===== src/verilog/ltc_map.svh =====
// Purpose: register offsets, reset values and codes
// Assumes: byte-wide registers behind a serial register port
// Notes: included by bare name
`ifndef LTC_MAP_SVH
`define LTC_MAP_SVH
`define LTC_OFS_MODE 8'h09
`define LTC_OFS_CFG 8'h0A
`define LTC_OFS_RED_AMP 8'h0C
`define LTC_OFS_IR_AMP 8'h0D
`define LTC_OFS_SLOT_LO 8'h11
`define LTC_OFS_SLOT_HI 8'h12
`define LTC_OFS_TEMP_WHOLE 8'h1F
`define LTC_OFS_TEMP_FRAC 8'h20
`define LTC_OFS_TEMP_CFG 8'h21
`define LTC_RST_BYTE 8'h00
`define LTC_SLOT_OFF 3'h0
`define LTC_SLOT_RED 3'h1
`define LTC_SLOT_IR 3'h2
`define LTC_SLOT_NONE_A 3'h3
`define LTC_SLOT_NONE_B 3'h4
`define LTC_MODE_HR 3'h2
`define LTC_MODE_SPO2 3'h3
`define LTC_MODE_MULTI 3'h7
`define LTC_SR_400 3'h3
`define LTC_SR_800 3'h4
`define LTC_SR_1000 3'h5
`define LTC_SR_1600 3'h6
`define LTC_SR_3200 3'h7
`define LTC_RES_BASE 5'h0F
`define LTC_SLOT_LAST 2'h3
`define LTC_I2C_BITS 4'h8
`endif


===== src/verilog/ltc_pkg.sv =====
// Purpose: shared types of the led slot and die temperature block
// Assumes: nothing beyond the map header
// Notes: states carry no explicit codes
package ltc_pkg;
	typedef logic [2:0] ltc_slot_sel_type;
	typedef enum logic [3:0] {I2C_IDLE, I2C_ADDR, I2C_AACK, I2C_PTR, I2C_PACK,
		I2C_WDATA, I2C_WACK, I2C_RDATA, I2C_RACK} ltc_i2c_state_type;
	typedef enum logic [1:0] {SEQ_IDLE, SEQ_SCAN, SEQ_WAIT, SEQ_PUSH} ltc_seq_state_type;
endpackage : ltc_pkg


===== src/verilog/ltc_stream_if.sv =====
// Purpose: valid/ready word stream between the sequencer and the buffer
// Assumes: one clock
// Notes: source drives valid and data, sink drives ready
`timescale 1ns/1ps
`default_nettype none
interface ltc_stream_if;
	logic valid;
	logic ready;
	logic [23:0] data;
	modport source (output valid, output data, input ready);
	modport sink (input valid, input data, output ready);
endinterface : ltc_stream_if
`default_nettype wire


===== src/verilog/ltc_rate_clamp.sv =====
// Purpose: limits a requested sample rate code to what the pulse width allows
// Assumes: codes as in the map header
// Notes: purely combinational
`include "ltc_map.svh"
`timescale 1ns/1ps
`default_nettype none
module ltc_rate_clamp import ltc_pkg::*; (
	input wire logic [2:0] mode,
	input wire logic [1:0] pw,
	input wire logic [2:0] sr_req,
	output logic [2:0] sr_ok
);
	wire logic hr_mode;
	wire logic [2:0] max_hr;
	wire logic [2:0] max_two;
	wire logic [2:0] max_sel;
	assign hr_mode = (mode == `LTC_MODE_HR);
	// heart-rate limits per pulse width
	assign max_hr = (pw == 2'h0) ? `LTC_SR_3200 :
		(pw == 2'h3) ? `LTC_SR_1000 : `LTC_SR_1600;
	// two-led limits, 3200 never allowed
	assign max_two = (pw == 2'h0) ? `LTC_SR_1600 : (pw == 2'h1) ? `LTC_SR_1000 :
		(pw == 2'h2) ? `LTC_SR_800 : `LTC_SR_400;
	assign max_sel = hr_mode ? max_hr : max_two;
	// too high a request stores the highest allowed code
	assign sr_ok = (sr_req > max_sel) ? max_sel : sr_req;
endmodule : ltc_rate_clamp
`default_nettype wire


===== src/verilog/ltc_skid_buf.sv =====
// Purpose: two-entry buffer so a stalled receiver loses no slot word
// Assumes: one clock, synchronous active-low reset
// Notes: output word and valid come straight from flops
`timescale 1ns/1ps
`default_nettype none
module ltc_skid_buf import ltc_pkg::*; #(parameter int WIDTH = 24) (
	input wire logic clk,
	input wire logic rst_n,
	ltc_stream_if.sink in_s,
	output logic out_valid,
	input wire logic out_ready,
	output logic [WIDTH-1:0] out_data
);
	logic [WIDTH-1:0] head_r;
	logic [WIDTH-1:0] tail_r;
	logic head_v_r;
	logic tail_v_r;
	wire logic push;
	wire logic pop;
	// ready drops only when both entries are held, which stalls the sequencer
	assign in_s.ready = ~tail_v_r;
	assign push = in_s.valid & ~tail_v_r;
	assign pop = head_v_r & out_ready;
	assign out_valid = head_v_r;
	assign out_data = head_r;
	always_ff @(posedge clk) begin
		if (!rst_n) begin
			head_v_r <= 1'b0;
			tail_v_r <= 1'b0;
			head_r <= '0;
			tail_r <= '0;
		end else if (pop) begin
			head_v_r <= tail_v_r | push;
			if (tail_v_r) head_r <= tail_r;
			else if (push) head_r <= in_s.data;
			tail_v_r <= 1'b0;
		end else if (push) begin
			if (!head_v_r) begin
				head_r <= in_s.data;
				head_v_r <= 1'b1;
			end else begin
				tail_r <= in_s.data;
				tail_v_r <= 1'b1;
			end
		end
	end
	AST_BUF_HOLD: assert property (@(posedge clk) disable iff (!rst_n)
		head_v_r && !out_ready |=> head_v_r && $stable(head_r))
		else $error("buffered word changed while stalled");
endmodule : ltc_skid_buf
`default_nettype wire


===== src/verilog/ltc_top.sv =====
// Purpose: led slot sequencing, drive codes and die temperature readout
// Assumes: register access over a serial two-wire port, analog side on clk
// Notes: sda is open drain, driven only low
// Summary of operation
// - red and infrared drive codes, reset zero
// - drive code passed linearly to led driver
// - up to four slots, two selectors per register
// - selector decodes off, red, infrared or dark
// - each active slot pushes one three-byte word
// - whole degrees read-only, two's complement, reset zero
// - four-bit sixteenths field, read-only
// - fraction is unsigned offset on signed whole
// - writing start bit runs one conversion
// - start bit self-clears at conversion end
// - resolution follows pulse width, 15 to 18
// - two-led rate limits per pulse width
// - heart-rate limits per pulse width
// - disallowed rate stored as highest allowed
// - two-bit pulse width shared by both leds
// - selectors act in multi-led mode only
`include "ltc_map.svh"
`timescale 1ns/1ps
`default_nettype none
module ltc_top import ltc_pkg::*; #(
	parameter logic [6:0] DEV_ADDR = 7'h2A // arbitrary bus address
) (
	input wire logic clk,
	input wire logic rst_n,
	input wire logic scl_in,
	input wire logic sda_in,
	output logic sda_out,
	output logic sda_oe,
	input wire logic sample_tick,
	input wire logic slot_conv_done,
	input wire logic [17:0] slot_result,
	input wire logic temp_conv_done,
	input wire logic [7:0] temp_whole_in,
	input wire logic [3:0] temp_frac_in,
	input wire logic fifo_ready,
	output logic fifo_valid,
	output logic [23:0] fifo_word,
	output logic led_red_on,
	output logic led_ir_on,
	output logic [7:0] led_drive_code,
	output logic slot_conv_start,
	output logic temp_conv_start,
	output logic [1:0] pulse_width_sel,
	output logic [2:0] sample_rate_sel,
	output logic [4:0] adc_res_bits,
	output logic [2:0] mode_sel
);
	logic scl_m_r, scl_s_r, scl_d_r, sda_m_r, sda_s_r, sda_d_r;
	ltc_i2c_state_type ist_r;
	logic [3:0] bit_r;
	logic [7:0] sh_r, ptr_r, wr_addr_r, wr_data_r;
	logic rw_r, oe_r, wr_stb_r, mack_r;
	logic [7:0] red_drive_code_r, ir_drive_code_r, temp_whole_degrees_r;
	logic [3:0] temp_sixteenths_r;
	ltc_slot_sel_type time_slot_one_sel_r, time_slot_two_sel_r;
	ltc_slot_sel_type time_slot_three_sel_r, time_slot_four_sel_r;
	logic [2:0] mode_r, sample_rate_sel_r;
	logic [1:0] pulse_width_sel_r, range_r;
	logic temp_start_r, temp_req_r;
	logic [4:0] res_r;
	ltc_seq_state_type seq_r;
	logic [1:0] slot_r;
	logic red_r, ir_r, conv_r, push_v_r;
	logic [7:0] code_r;
	logic [23:0] word_r;
	ltc_stream_if word_s ();

	// pins pass two flops before anything looks at them
	always_ff @(posedge clk) begin
		scl_m_r <= scl_in;
		scl_s_r <= scl_m_r;
		scl_d_r <= scl_s_r;
		sda_m_r <= sda_in;
		sda_s_r <= sda_m_r;
		sda_d_r <= sda_s_r;
	end
	wire logic scl_rise = scl_s_r & ~scl_d_r;
	wire logic scl_fall = ~scl_s_r & scl_d_r;
	wire logic bus_start = scl_s_r & scl_d_r & sda_d_r & ~sda_s_r;
	wire logic bus_stop = scl_s_r & scl_d_r & ~sda_d_r & sda_s_r;
	wire logic byte_done = (bit_r == `LTC_I2C_BITS);
	wire logic [7:0] ptr_inc = ptr_r + 8'h01;
	wire logic [7:0] rd_data =
		(ptr_r == `LTC_OFS_MODE) ? {5'h00, mode_r} :
		(ptr_r == `LTC_OFS_CFG) ? {1'b0, range_r, sample_rate_sel_r, pulse_width_sel_r} :
		(ptr_r == `LTC_OFS_RED_AMP) ? red_drive_code_r :
		(ptr_r == `LTC_OFS_IR_AMP) ? ir_drive_code_r :
		(ptr_r == `LTC_OFS_SLOT_LO) ? {1'b0, time_slot_two_sel_r, 1'b0, time_slot_one_sel_r} :
		(ptr_r == `LTC_OFS_SLOT_HI) ? {1'b0, time_slot_four_sel_r, 1'b0, time_slot_three_sel_r} :
		(ptr_r == `LTC_OFS_TEMP_WHOLE) ? temp_whole_degrees_r :
		(ptr_r == `LTC_OFS_TEMP_FRAC) ? {4'h0, temp_sixteenths_r} :
		(ptr_r == `LTC_OFS_TEMP_CFG) ? {7'h00, temp_start_r} : `LTC_RST_BYTE;

	// serial register port: 7-bit address, pointer byte, auto-increment
	always_ff @(posedge clk) begin
		if (!rst_n) begin
			ist_r <= I2C_IDLE;
			bit_r <= 4'h0;
			sh_r <= 8'h00;
			ptr_r <= 8'h00;
			wr_addr_r <= 8'h00;
			wr_data_r <= 8'h00;
			rw_r <= 1'b0;
			oe_r <= 1'b0;
			wr_stb_r <= 1'b0;
			mack_r <= 1'b0;
		end else begin
			wr_stb_r <= 1'b0;
			if (bus_start) begin
				ist_r <= I2C_ADDR;
				bit_r <= 4'h0;
				oe_r <= 1'b0;
			end else if (bus_stop) begin
				ist_r <= I2C_IDLE;
				oe_r <= 1'b0;
			end else if (scl_rise) begin
				case (ist_r)
					I2C_ADDR, I2C_PTR, I2C_WDATA: begin
						sh_r <= {sh_r[6:0], sda_s_r};
						bit_r <= bit_r + 4'h1;
					end
					I2C_RDATA: bit_r <= bit_r + 4'h1;
					I2C_RACK: mack_r <= ~sda_s_r;
					default: ;
				endcase
			end else if (scl_fall) begin
				case (ist_r)
					I2C_ADDR: if (byte_done) begin
						if (sh_r[7:1] == DEV_ADDR) begin
							ist_r <= I2C_AACK;
							oe_r <= 1'b1;
							rw_r <= sh_r[0];
						end else ist_r <= I2C_IDLE;
					end
					I2C_AACK: begin
						bit_r <= 4'h0;
						if (rw_r) begin
							ist_r <= I2C_RDATA;
							sh_r <= rd_data;
							oe_r <= ~rd_data[7];
							ptr_r <= ptr_inc;
						end else begin
							ist_r <= I2C_PTR;
							oe_r <= 1'b0;
						end
					end
					I2C_PTR: if (byte_done) begin
						ptr_r <= sh_r;
						ist_r <= I2C_PACK;
						oe_r <= 1'b1;
					end
					I2C_PACK, I2C_WACK: begin
						bit_r <= 4'h0;
						oe_r <= 1'b0;
						ist_r <= I2C_WDATA;
					end
					I2C_WDATA: if (byte_done) begin
						wr_stb_r <= 1'b1;
						wr_addr_r <= ptr_r;
						wr_data_r <= sh_r;
						ptr_r <= ptr_inc;
						ist_r <= I2C_WACK;
						oe_r <= 1'b1;
					end
					I2C_RDATA: if (byte_done) begin
						oe_r <= 1'b0;
						ist_r <= I2C_RACK;
					end else begin
						sh_r <= {sh_r[6:0], 1'b0};
						oe_r <= ~sh_r[6];
					end
					I2C_RACK: if (mack_r) begin
						bit_r <= 4'h0;
						sh_r <= rd_data;
						oe_r <= ~rd_data[7];
						ptr_r <= ptr_inc;
						ist_r <= I2C_RDATA;
					end else ist_r <= I2C_IDLE;
					default: ist_r <= I2C_IDLE;
				endcase
			end
		end
	end
	assign sda_out = 1'b0;
	assign sda_oe = oe_r;

	wire logic wr_mode = wr_stb_r && (wr_addr_r == `LTC_OFS_MODE);
	wire logic wr_cfg = wr_stb_r && (wr_addr_r == `LTC_OFS_CFG);
	wire logic wr_red = wr_stb_r && (wr_addr_r == `LTC_OFS_RED_AMP);
	wire logic wr_ir = wr_stb_r && (wr_addr_r == `LTC_OFS_IR_AMP);
	wire logic wr_lo = wr_stb_r && (wr_addr_r == `LTC_OFS_SLOT_LO);
	wire logic wr_hi = wr_stb_r && (wr_addr_r == `LTC_OFS_SLOT_HI);
	wire logic wr_go = wr_stb_r && (wr_addr_r == `LTC_OFS_TEMP_CFG) && wr_data_r[0];
	wire logic [2:0] sr_clamped;
	ltc_rate_clamp u_clamp (
		.mode(mode_r),
		.pw(wr_data_r[1:0]),
		.sr_req(wr_data_r[4:2]),
		.sr_ok(sr_clamped)
	);

	// configuration registers; writes to read-only offsets are dropped
	always_ff @(posedge clk) begin
		if (!rst_n) begin
			red_drive_code_r <= `LTC_RST_BYTE;
			ir_drive_code_r <= `LTC_RST_BYTE;
			{time_slot_two_sel_r, time_slot_one_sel_r} <= 6'h00;
			{time_slot_four_sel_r, time_slot_three_sel_r} <= 6'h00;
			mode_r <= 3'h0;
			{range_r, sample_rate_sel_r, pulse_width_sel_r} <= 7'h00;
		end else begin
			if (wr_red) red_drive_code_r <= wr_data_r;
			if (wr_ir) ir_drive_code_r <= wr_data_r;
			if (wr_lo) {time_slot_two_sel_r, time_slot_one_sel_r} <=
				{wr_data_r[6:4], wr_data_r[2:0]};
			if (wr_hi) {time_slot_four_sel_r, time_slot_three_sel_r} <=
				{wr_data_r[6:4], wr_data_r[2:0]};
			if (wr_mode) mode_r <= wr_data_r[2:0];
			if (wr_cfg) {range_r, sample_rate_sel_r, pulse_width_sel_r} <=
				{wr_data_r[6:5], sr_clamped, wr_data_r[1:0]};
		end
	end

	// start is set by a host write, cleared only by the end of conversion;
	// a write in the finishing cycle starts the next conversion
	always_ff @(posedge clk) begin
		if (!rst_n) begin
			temp_start_r <= 1'b0;
			temp_req_r <= 1'b0;
			temp_whole_degrees_r <= `LTC_RST_BYTE;
			temp_sixteenths_r <= 4'h0;
		end else begin
			temp_req_r <= wr_go && (!temp_start_r || temp_conv_done);
			temp_start_r <= wr_go || (temp_start_r && !temp_conv_done);
			if (temp_start_r && temp_conv_done) begin
				temp_whole_degrees_r <= temp_whole_in;
				temp_sixteenths_r <= temp_frac_in;
			end
		end
	end
	assign temp_conv_start = temp_req_r;

	// effective selectors: fixed patterns in the heart-rate and SpO2 modes
	wire logic multi = (mode_r == `LTC_MODE_MULTI);
	wire logic [2:0] eff_one = multi ? time_slot_one_sel_r :
		((mode_r == `LTC_MODE_HR) || (mode_r == `LTC_MODE_SPO2)) ? `LTC_SLOT_RED : `LTC_SLOT_OFF;
	wire logic [2:0] eff_two = multi ? time_slot_two_sel_r :
		(mode_r == `LTC_MODE_SPO2) ? `LTC_SLOT_IR : `LTC_SLOT_OFF;
	wire logic [2:0] eff_three = multi ? time_slot_three_sel_r : `LTC_SLOT_OFF;
	wire logic [2:0] eff_four = multi ? time_slot_four_sel_r : `LTC_SLOT_OFF;
	wire logic [2:0] cur_sel = (slot_r == 2'h0) ? eff_one : (slot_r == 2'h1) ? eff_two :
		(slot_r == 2'h2) ? eff_three : eff_four;
	// reserved codes fall outside this set and are skipped like off
	wire logic cur_active = (cur_sel == `LTC_SLOT_RED) || (cur_sel == `LTC_SLOT_IR) ||
		(cur_sel == `LTC_SLOT_NONE_A) || (cur_sel == `LTC_SLOT_NONE_B);
	wire logic last_slot = (slot_r == `LTC_SLOT_LAST);

	// slot walk; a full buffer holds the walk in SEQ_PUSH, so no word is lost
	always_ff @(posedge clk) begin
		if (!rst_n) begin
			seq_r <= SEQ_IDLE;
			slot_r <= 2'h0;
			red_r <= 1'b0;
			ir_r <= 1'b0;
			conv_r <= 1'b0;
			push_v_r <= 1'b0;
			code_r <= 8'h00;
			word_r <= 24'h000000;
		end else begin
			conv_r <= 1'b0;
			case (seq_r)
				SEQ_IDLE: if (sample_tick) begin
					slot_r <= 2'h0;
					seq_r <= SEQ_SCAN;
				end
				SEQ_SCAN: if (cur_active) begin
					red_r <= (cur_sel == `LTC_SLOT_RED);
					ir_r <= (cur_sel == `LTC_SLOT_IR);
					code_r <= (cur_sel == `LTC_SLOT_RED) ? red_drive_code_r :
						(cur_sel == `LTC_SLOT_IR) ? ir_drive_code_r : 8'h00;
					conv_r <= 1'b1;
					seq_r <= SEQ_WAIT;
				end else if (last_slot) seq_r <= SEQ_IDLE;
				else slot_r <= slot_r + 2'h1;
				SEQ_WAIT: if (slot_conv_done) begin
					red_r <= 1'b0;
					ir_r <= 1'b0;
					code_r <= 8'h00;
					word_r <= {6'h00, slot_result};
					push_v_r <= 1'b1;
					seq_r <= SEQ_PUSH;
				end
				SEQ_PUSH: if (word_s.ready) begin
					push_v_r <= 1'b0;
					if (last_slot) seq_r <= SEQ_IDLE;
					else begin
						slot_r <= slot_r + 2'h1;
						seq_r <= SEQ_SCAN;
					end
				end
				default: seq_r <= SEQ_IDLE;
			endcase
		end
	end
	assign word_s.valid = push_v_r;
	assign word_s.data = word_r;
	ltc_skid_buf #(.WIDTH(24)) u_buf (
		.clk(clk),
		.rst_n(rst_n),
		.in_s(word_s),
		.out_valid(fifo_valid),
		.out_ready(fifo_ready),
		.out_data(fifo_word)
	);

	always_ff @(posedge clk) begin
		if (!rst_n) res_r <= `LTC_RES_BASE;
		else res_r <= `LTC_RES_BASE + {3'h0, pulse_width_sel_r};
	end
	assign adc_res_bits = res_r;
	assign led_red_on = red_r;
	assign led_ir_on = ir_r;
	assign led_drive_code = code_r;
	assign slot_conv_start = conv_r;
	assign pulse_width_sel = pulse_width_sel_r;
	assign sample_rate_sel = sample_rate_sel_r;
	assign mode_sel = mode_r;

	AST_TEMP_CLEAR: assert property (@(posedge clk) disable iff (!rst_n)
		temp_start_r && temp_conv_done && !wr_go |=> !temp_start_r)
		else $error("start bit did not self-clear");
	AST_TEMP_RESULT: assert property (@(posedge clk) disable iff (!rst_n)
		temp_start_r && temp_conv_done |=> temp_whole_degrees_r == $past(temp_whole_in)
		&& temp_sixteenths_r == $past(temp_frac_in))
		else $error("result not captured with start clear");
	AST_TEMP_ONCE: assert property (@(posedge clk) disable iff (!rst_n)
		temp_req_r |-> temp_start_r ##1 !temp_req_r)
		else $error("conversion request not single");
	AST_RATE_HR: assert property (@(posedge clk) disable iff (!rst_n)
		wr_cfg && mode_r == `LTC_MODE_HR && wr_data_r[1:0] == 2'h3
		|=> sample_rate_sel_r <= `LTC_SR_1000)
		else $error("heart-rate limit exceeded");
	AST_RATE_TWO: assert property (@(posedge clk) disable iff (!rst_n)
		wr_cfg && mode_r == `LTC_MODE_SPO2 |=> sample_rate_sel_r != `LTC_SR_3200)
		else $error("3200 stored in two-led mode");
	AST_SLOT_LED: assert property (@(posedge clk) disable iff (!rst_n)
		seq_r == SEQ_SCAN && cur_sel > `LTC_SLOT_NONE_B |=> !red_r && !ir_r && !conv_r)
		else $error("reserved slot fired");
	AST_SLOT_RED: assert property (@(posedge clk) disable iff (!rst_n)
		seq_r == SEQ_SCAN && cur_sel == `LTC_SLOT_RED
		|=> red_r && !ir_r && code_r == red_drive_code_r)
		else $error("red slot drove wrong led");
	AST_PUSH_AFTER: assert property (@(posedge clk) disable iff (!rst_n)
		$rose(push_v_r) |-> $past(slot_conv_done) && word_s.data[17:0] == $past(slot_result))
		else $error("word pushed without conversion");
	AST_MULTI_ONLY: assert property (@(posedge clk) disable iff (!rst_n)
		seq_r == SEQ_SCAN && !multi && slot_r > 2'h1 |=> !conv_r)
		else $error("upper slot fired outside multi mode");
	AST_RES: assert property (@(posedge clk) disable iff (!rst_n)
		pulse_width_sel_r == 2'h3 ##1 pulse_width_sel_r == 2'h3 |-> adc_res_bits == 5'h12)
		else $error("resolution mismatch");
endmodule : ltc_top
`default_nettype wire

===== config.mk =====
export PLATFORM = sky130hd
export DESIGN_NAME = ltc_top
export DESIGN_NICKNAME = d
export VERILOG_FILES = /design/src/verilog/ltc_pkg.sv /design/src/verilog/ltc_stream_if.sv /design/src/verilog/ltc_rate_clamp.sv /design/src/verilog/ltc_skid_buf.sv /design/src/verilog/ltc_top.sv
export VERILOG_INCLUDE_DIRS = /design/src /design/src/verilog
export SDC_FILE = /design/constraint.sdc
export NUM_CORES = 1
export LEC_CHECK = 0
export ABC_CLOCK_PERIOD_IN_PS = 2400
export BUFFER_PORTS_ARGS = -buffer_cell sky130_fd_sc_hd__buf_2
export CAP_MARGIN = 20
export CORE_ASPECT_RATIO = 2
export CORE_MARGIN = 8
export CORE_UTILIZATION = 54
export DETAILED_ROUTE_END_ITERATION = 16
export PLACE_DENSITY = 0.77
export SYNTH_ARGS = -nofsm -noshare
export SYNTH_HDL_FRONTEND = slang
export SYNTH_HIERARCHICAL = 1
export SYNTH_SLANG_ARGS = --single-unit

===== constraint.sdc =====
create_clock -name clk -period 2.4 [get_ports clk]
set_input_delay 0.48 -clock clk [delete_from_list [all_inputs] [get_ports clk]]
set_output_delay 0.48 -clock clk [all_outputs]
set_load 0.01 [all_outputs]

# [Word-level counts from Yosys, hierarchy flattened]
# Index checks and enable logic that the tools add are counted.
[classes] muxes=95 n_lt_le_gt_ge=1 reduce_logical=60 bitwise_logic=24 addsub=4 eq_ne=67
[op_table] op="$mux 8" count=21
[op_table] op="$mux 24" count=5
[op_table] op="$eq 8x4->1 const B" count=8
[op_table] op="$mux 3" count=15
[op_table] op="$eq 8x5->1 const B" count=5
[op_table] op="$mux 4" count=9
[op_table] op="$pmux 8 s4" count=1
[op_table] op="$ne 2x2->1 const B" count=14
[op_table] op="$pmux 4 s7" count=1
[op_table] op="$eq 8x6->1 const B" count=3
[op_table] op="$mux 2" count=12
[op_table] op="$pmux 8 s3" count=1
[op_table] op="$mux 1" count=22
[op_table] op="$reduce_and 6->1" count=3
[op_table] op="$eq 4x3->1 const B" count=4
[op_table] op="$ne 4x4->1 const B" count=4
[op_table] op="$pmux 8 s2" count=1
[op_table] op="$not 1->1" count=14
[op_table] op="$reduce_and 7->1" count=2
[op_table] op="$eq 2x2->1 const B" count=6
[op_table] op="$eq 3x2->1 const B" count=4
[op_table] op="$ne 3x3->1 const B" count=4
[op_table] op="$reduce_and 3->1" count=4
[op_table] op="$reduce_and 4->1" count=3
[op_table] op="37 further kinds" count=85
[totals] reg_bits=185 out_inout_bits=52

# [Depth between registers and ports, before layout]
[logic_depth] word_depth=14 mapped_depth=12 depth_no_buf=12

# [Modules after synthesis]
# Netlist, hierarchy kept.
[modules_own_cells] mod="ltc_top" instances=1 area_per_inst_um2=6842.8 cells_each=839
[modules_own_cells] mod="ltc_skid_buf" instances=1 area_per_inst_um2=1960.6 cells_each=202
[modules_own_cells] mod="ltc_rate_clamp" instances=1 area_per_inst_um2=200.2 cells_each=24

# [Worst setup path before layout]
# No wires, ideal clock.
[synth_timing] path_kind="register to register" start="register wr_data_r[0]" end="register sample_rate_sel_r[0], in the netlist sample_rate_sel[0]" t_arrival_ns=2.278 slack_ns=-0.005 t_required_ns=2.272 n_path_buf=0 period_less_slack_ns=2.405 stages_incl_launch_ff=11 path_cell_list="dfxtp_1 -> inv_1 -> ha_1 -> mux2_2 -> ha_1 -> and2b_1 -> o21ai_1 -> a32oi_2 -> mux2_1 -> mux2i_1 -> nor2_1"
[synth_between] elab_chain_cells=7 word_cells_on_any_way=12
[synth_rtl] element="start, declared" line="ltc_top.sv:55" source="logic [7:0] sh_r, ptr_r, wr_addr_r, wr_data_r;"
[synth_rtl] element="start signal, assigned" line="ltc_top.sv:164" source="wr_data_r <= sh_r;"
[synth_rtl] element="$eq 2x2->1" line="ltc_rate_clamp.sv:23" source="(pw == 2'h2) ? `LTC_SR_800 : `LTC_SR_400;"
[synth_rtl] element="$mux 3 (no line) (3 in a row)"
[synth_rtl] element="$mux 3 *" line="ltc_rate_clamp.sv:24" source="assign max_sel = hr_mode ? max_hr : max_two;"
[synth_rtl] element="$gt 3x3->1" line="ltc_rate_clamp.sv:26" source="assign sr_ok = (sr_req > max_sel) ? max_sel : sr_req;"
[synth_rtl] element="$mux 3 *" line="ltc_rate_clamp.sv:26"
[synth_rtl] element="named net sr_clamped[0]" line="ltc_top.sv:198" source="wire logic [2:0] sr_clamped;"
[synth_rtl] element="end signal, assigned" line="ltc_top.sv:223" source="if (wr_cfg) {range_r, sample_rate_sel_r, pulse_width_sel_r} <="
[synth_rtl] element="end, declared" line="ltc_top.sv:61" source="logic [2:0] mode_r, sample_rate_sel_r;"
# Mark *: on every way through the listed nets, which the timed path passes. The rest lies on a longest branch.
# A chain may end at the register's enable or synchronous reset.

# [Worst setup path in the final report]
[layout_timing] start="register slot_r[1]" end="register code_r[5], in the netlist led_drive_code[5]"
[layout_between] elab_chain_cells=10 word_cells_on_any_way=19
[layout_rtl] element="start, declared" line="ltc_top.sv:66" source="logic [1:0] slot_r;"
[layout_rtl] element="start signal, assigned" line="ltc_top.sv:288" source="else slot_r <= slot_r + 2'h1;"
[layout_rtl] element="start signal, assigned" line="ltc_top.sv:301" source="slot_r <= slot_r + 2'h1;"
[layout_rtl] element="$eq 2x2->1" line="ltc_top.sv:256" source="(slot_r == 2'h2) ? eff_three : eff_four;"
[layout_rtl] element="$mux 3" line="ltc_top.sv:256"
[layout_rtl] element="$mux 3" line="ltc_top.sv:255" source="wire logic [2:0] cur_sel = (slot_r == 2'h0) ? eff_one : (slot_r == 2'h1) ? eff_two :"
[layout_rtl] element="$mux 3 *" line="ltc_top.sv:255"
[layout_rtl] element="$eq 3x1->1 (no line) or $eq 3x2->1 (tied branches)"
[layout_rtl] element="$logic_or 1x1->1 (3 in a row)" line="ltc_top.sv:258" source="wire logic cur_active = (cur_sel == `LTC_SLOT_RED) || (cur_sel == `LTC_SLOT_IR) ||"
[layout_rtl] element="$ne 2x2->1 (no line)"
[layout_rtl] element="$reduce_and 3->1 (no line)"
[layout_rtl] element="end signal, assigned" line="ltc_top.sv:283" source="code_r <= (cur_sel == `LTC_SLOT_RED) ? red_drive_code_r :"
[layout_rtl] element="end, declared" line="ltc_top.sv:68" source="logic [7:0] code_r;"
# Mark *: on every way between the ends. The rest lies on a longest branch, timed or not. The select of a mux whose other input is x is not followed.

==> reports/metrics.yaml <==
async_flop_share: 0
diodes: 0
grt-ovfl-total: 0
ys_types: 83
dr.first_iter.drc_count: 741
grt.total_usage: 0.232
finalMaxSlewViolations: 0
drc: 0
coreArea_um2: 16500
setup_viol: 0
htree_levels: 4
cts_tree: "built"
finalWorstSetupSlack_ns: 0.0935
synth_area_per_cell_um2: 8.45
cts.clk_slew.worst_paths_ns: 0.08
place_inst: 1347
start_kind: "flip-flop"
ant_nets: 0
worstSetupPathType: "reg -> reg"
end_kind: "flip-flop"
via_per_inst: 6.00
grt_pass1_wl_um: 40200
antenna_found_initial: 0
muxShareOfSynthArea: 0.0693
dp_hpwl_um: 18000
yosysSeqAreaShare: 0.422
gp_congestion: 0.954
grt_max_degree: 54
status: "complete, no violations"
drive_gt1_frac: 0.175
port_buffers: 88
max_stage_delay_ns: 0.55
period_share: 0.961
p_total_w: 0.00629
synth_edf_count: 0
firstDrtPassIters: 5
cts_root_buf: "clkbuf_16"
cts_buffer_depth: 2
die_w_um: 107
synth_warnings: 6
syn_area_um2: 9000
synth-compound-area-share: 0.219
num_io_pins: 90
yosys.area_share.simple: 0.211
worst_pin_slew_ns: 0.632
synthXorXnorAreaFrac: 0.000973
power_density_nw_per_um2: 599
hold_class: "in -> reg"
crit_fanout: 6
synth_top_family_by_area: "compound AO/OA/AOI/OAI gates"
whs_ns: 0.153
crit_path_cell_trace: "inv_1 > ha_2 > or4b_4 > a31oi_4 > nor4_2 > or3_4 > a31o_1"
grt_pass1_vias: 7908
p_leak_nw: 4.26
drt-total-wl_um: 24900
skew_ns: 0.0121
maxCapViolCount: 0
rows: 67
ys_seq_elements: 190
slowest_stage: "or4b_4"
numCtsBuffers: 17
min_period_ns: 2.31
final-hold-violation-count: 0
vias: 8284
syn2layout_area_growth_pct: 16.6
syn_inst: 1065
cp.required_ns: 2.73
ys.flop_type: "dfxtp_1"
post-place-ws_ns: -0.0754
path_buf_inv: 1
nNetsFinal: 1219
slew_headroom: 0.575
achievable-frequency_mhz: 434
cts_sinks: 190
wl_per_cell_um: 18.0
die_height_um: 199
die-area_um2: 21300
instances_no_fill: 1381
clk_latency_ns: 0.43
cp_top_family: "simple AND/OR/NAND/NOR gates"
start_util: 0.545
cp.arrival_ns: 2.63
ir_drop_mv: 0.425
yosys.area_share.adder: 0.0278
-- logic make-up after synthesis --
logic type                 count (synthesis)
AOI/OAI and AO/OA                        287
and+or+nand+nor                          401
xor gates and xnor gates                   1
buffers and inverters                    103
muxes                                     62
adders and majority gates                 20
DFF                                      190
other                                      1
-- stage by stage --
stage / util / setup TNS (ns) / cell area, µm²
floorplan: - / 0 / 9050
global placement: 0.595 / -0.00803 / 9820
detailed placement: 0.595 / -0.623 / 9820
CTS: 0.631 / 0 / 10400
global route: 0.635 / -0.0185 / 10500
finish: 0.635 / 0 / 10500
-- layout make-up --
class	count	area [µm²]
timing repair buffer	139	865
clock inverter	14	149
multi-input combinational	784	4860
clock buffer	18	439
inverter	29	109
fill	1417	6020
tap	207	259
sequential	190	3810
-- repair_timing --
item,4_1_cts,5_1_grt
gates cloned,0,0
pin swaps,0,6
setup buffers,0,2
hold buffers,0,0
setup endpoints to repair,11,18
gates resized for setup,5,14
-- state kept, by name, indices dropped and copies added, names as in the netlist, 4 cells and up, named ones only --
name                  count
bit_r                     4
red_drive_code_r          8
ir_drive_code_r           8
sh_r                      8
u_buf/tail_r             24
ptr_r                     8
temp_whole_degrees_r      8
adc_res_bits              4
ist_r                     4
wr_addr_r                 8
temp_sixteenths_r         4
wr_data_r                 8
word_r                   18
led_drive_code            8
u_buf/out_data           24
-- synth_stat cells (3+ instances only) --
library cell / number / share of area
buf_4: 6 / 0.0050
or3_1: 4 / 0.0028
and3b_1: 4 / 0.0039
a22oi_1: 5 / 0.0042
nand2b_1: 17 / 0.012
o211ai_1: 3 / 0.0025
nor4_1: 12 / 0.0083
o221a_1: 24 / 0.030
o221a_2: 3 / 0.0038
nand3_1: 20 / 0.011
o21a_1: 26 / 0.022
ha_1: 20 / 0.028
a31o_1: 6 / 0.0058
nand3b_1: 8 / 0.0067
a41oi_1: 3 / 0.0029
o21bai_1: 3 / 0.0025
a211oi_1: 8 / 0.0067
a32o_1: 4 / 0.0044
nand2_1: 172 / 0.072
or2_2: 3 / 0.0021
o21ai_0: 33 / 0.018
clkbuf_1: 56 / 0.023
a22o_1: 9 / 0.0088
and3_1: 5 / 0.0035
a21oi_1: 108 / 0.060
buf_6: 3 / 0.0038
nor2b_1: 12 / 0.0083
or4b_1: 3 / 0.0033
and2_1: 9 / 0.0063
o22ai_1: 5 / 0.0035
a32oi_1: 3 / 0.0029
nor2_1: 96 / 0.040
nor3_1: 13 / 0.0072
o311ai_0: 4 / 0.0039
nand4b_1: 3 / 0.0029
mux2i_1: 59 / 0.066
inv_1: 28 / 0.012
buf_2: 8 / 0.0044
a31oi_1: 14 / 0.0097
dfxtp_1: 190 / 0.42
-- cell usage in the layout (no fill, tap or decap), drive strengths merged, types with 5 or more instances in the layout --
cell,netlist,routed
nand3,21,21
nor3,13,13
o21ai,34,34
ha,20,20
and2,9,9
a21oi,108,108
dfxtp,190,190
clkinv,1,7
o221a,27,27
a31oi,15,15
nand2b,17,17
o22ai,5,5
buf,18,139
mux2i,59,59
nor2b,13,13
nor4,13,13
nor2,96,96
a22o,9,9
nand3b,8,8
and3,5,5
a31o,6,6
o21a,27,27
inv,28,35
a22oi,5,5
conb,1,13
nand2,172,172
a211oi,8,8
clkbuf,56,18
-- where the power goes --
part	switching, W	total (W)	internal (W)
combinational	0.000189	0.000316	0.000127
clock	0.00136	0.00278	0.00142
sequential	0.0000264	0.00319	0.00317
-- metal layers --
layer / vias to the layer above / track usage / wire (µm)
li1: 3982 / - / -
met1: 3946 / 0.305 / 10800
met2: 317 / 0.371 / 11900
met3: 39 / 0.0363 / 1570
met4: 0 / 0.0924 / 567
met5: - / 0 / 0
-- final timing paths --
kind | from | depth (start not counted) | end | slack [ns]
worst max-delay path | slot_r[1] | 7 | led_drive_code[5] | 0.09
worst min-delay path | sda_in | 1 | sda_m_r | 0.15
worst min register to register | scl_m_r | 0 | scl_s_r | 0.32
worst max register to register | slot_r[1] | 7 | led_drive_code[5] | 0.09
Note: power is estimated with default switching activity, not from simulation.
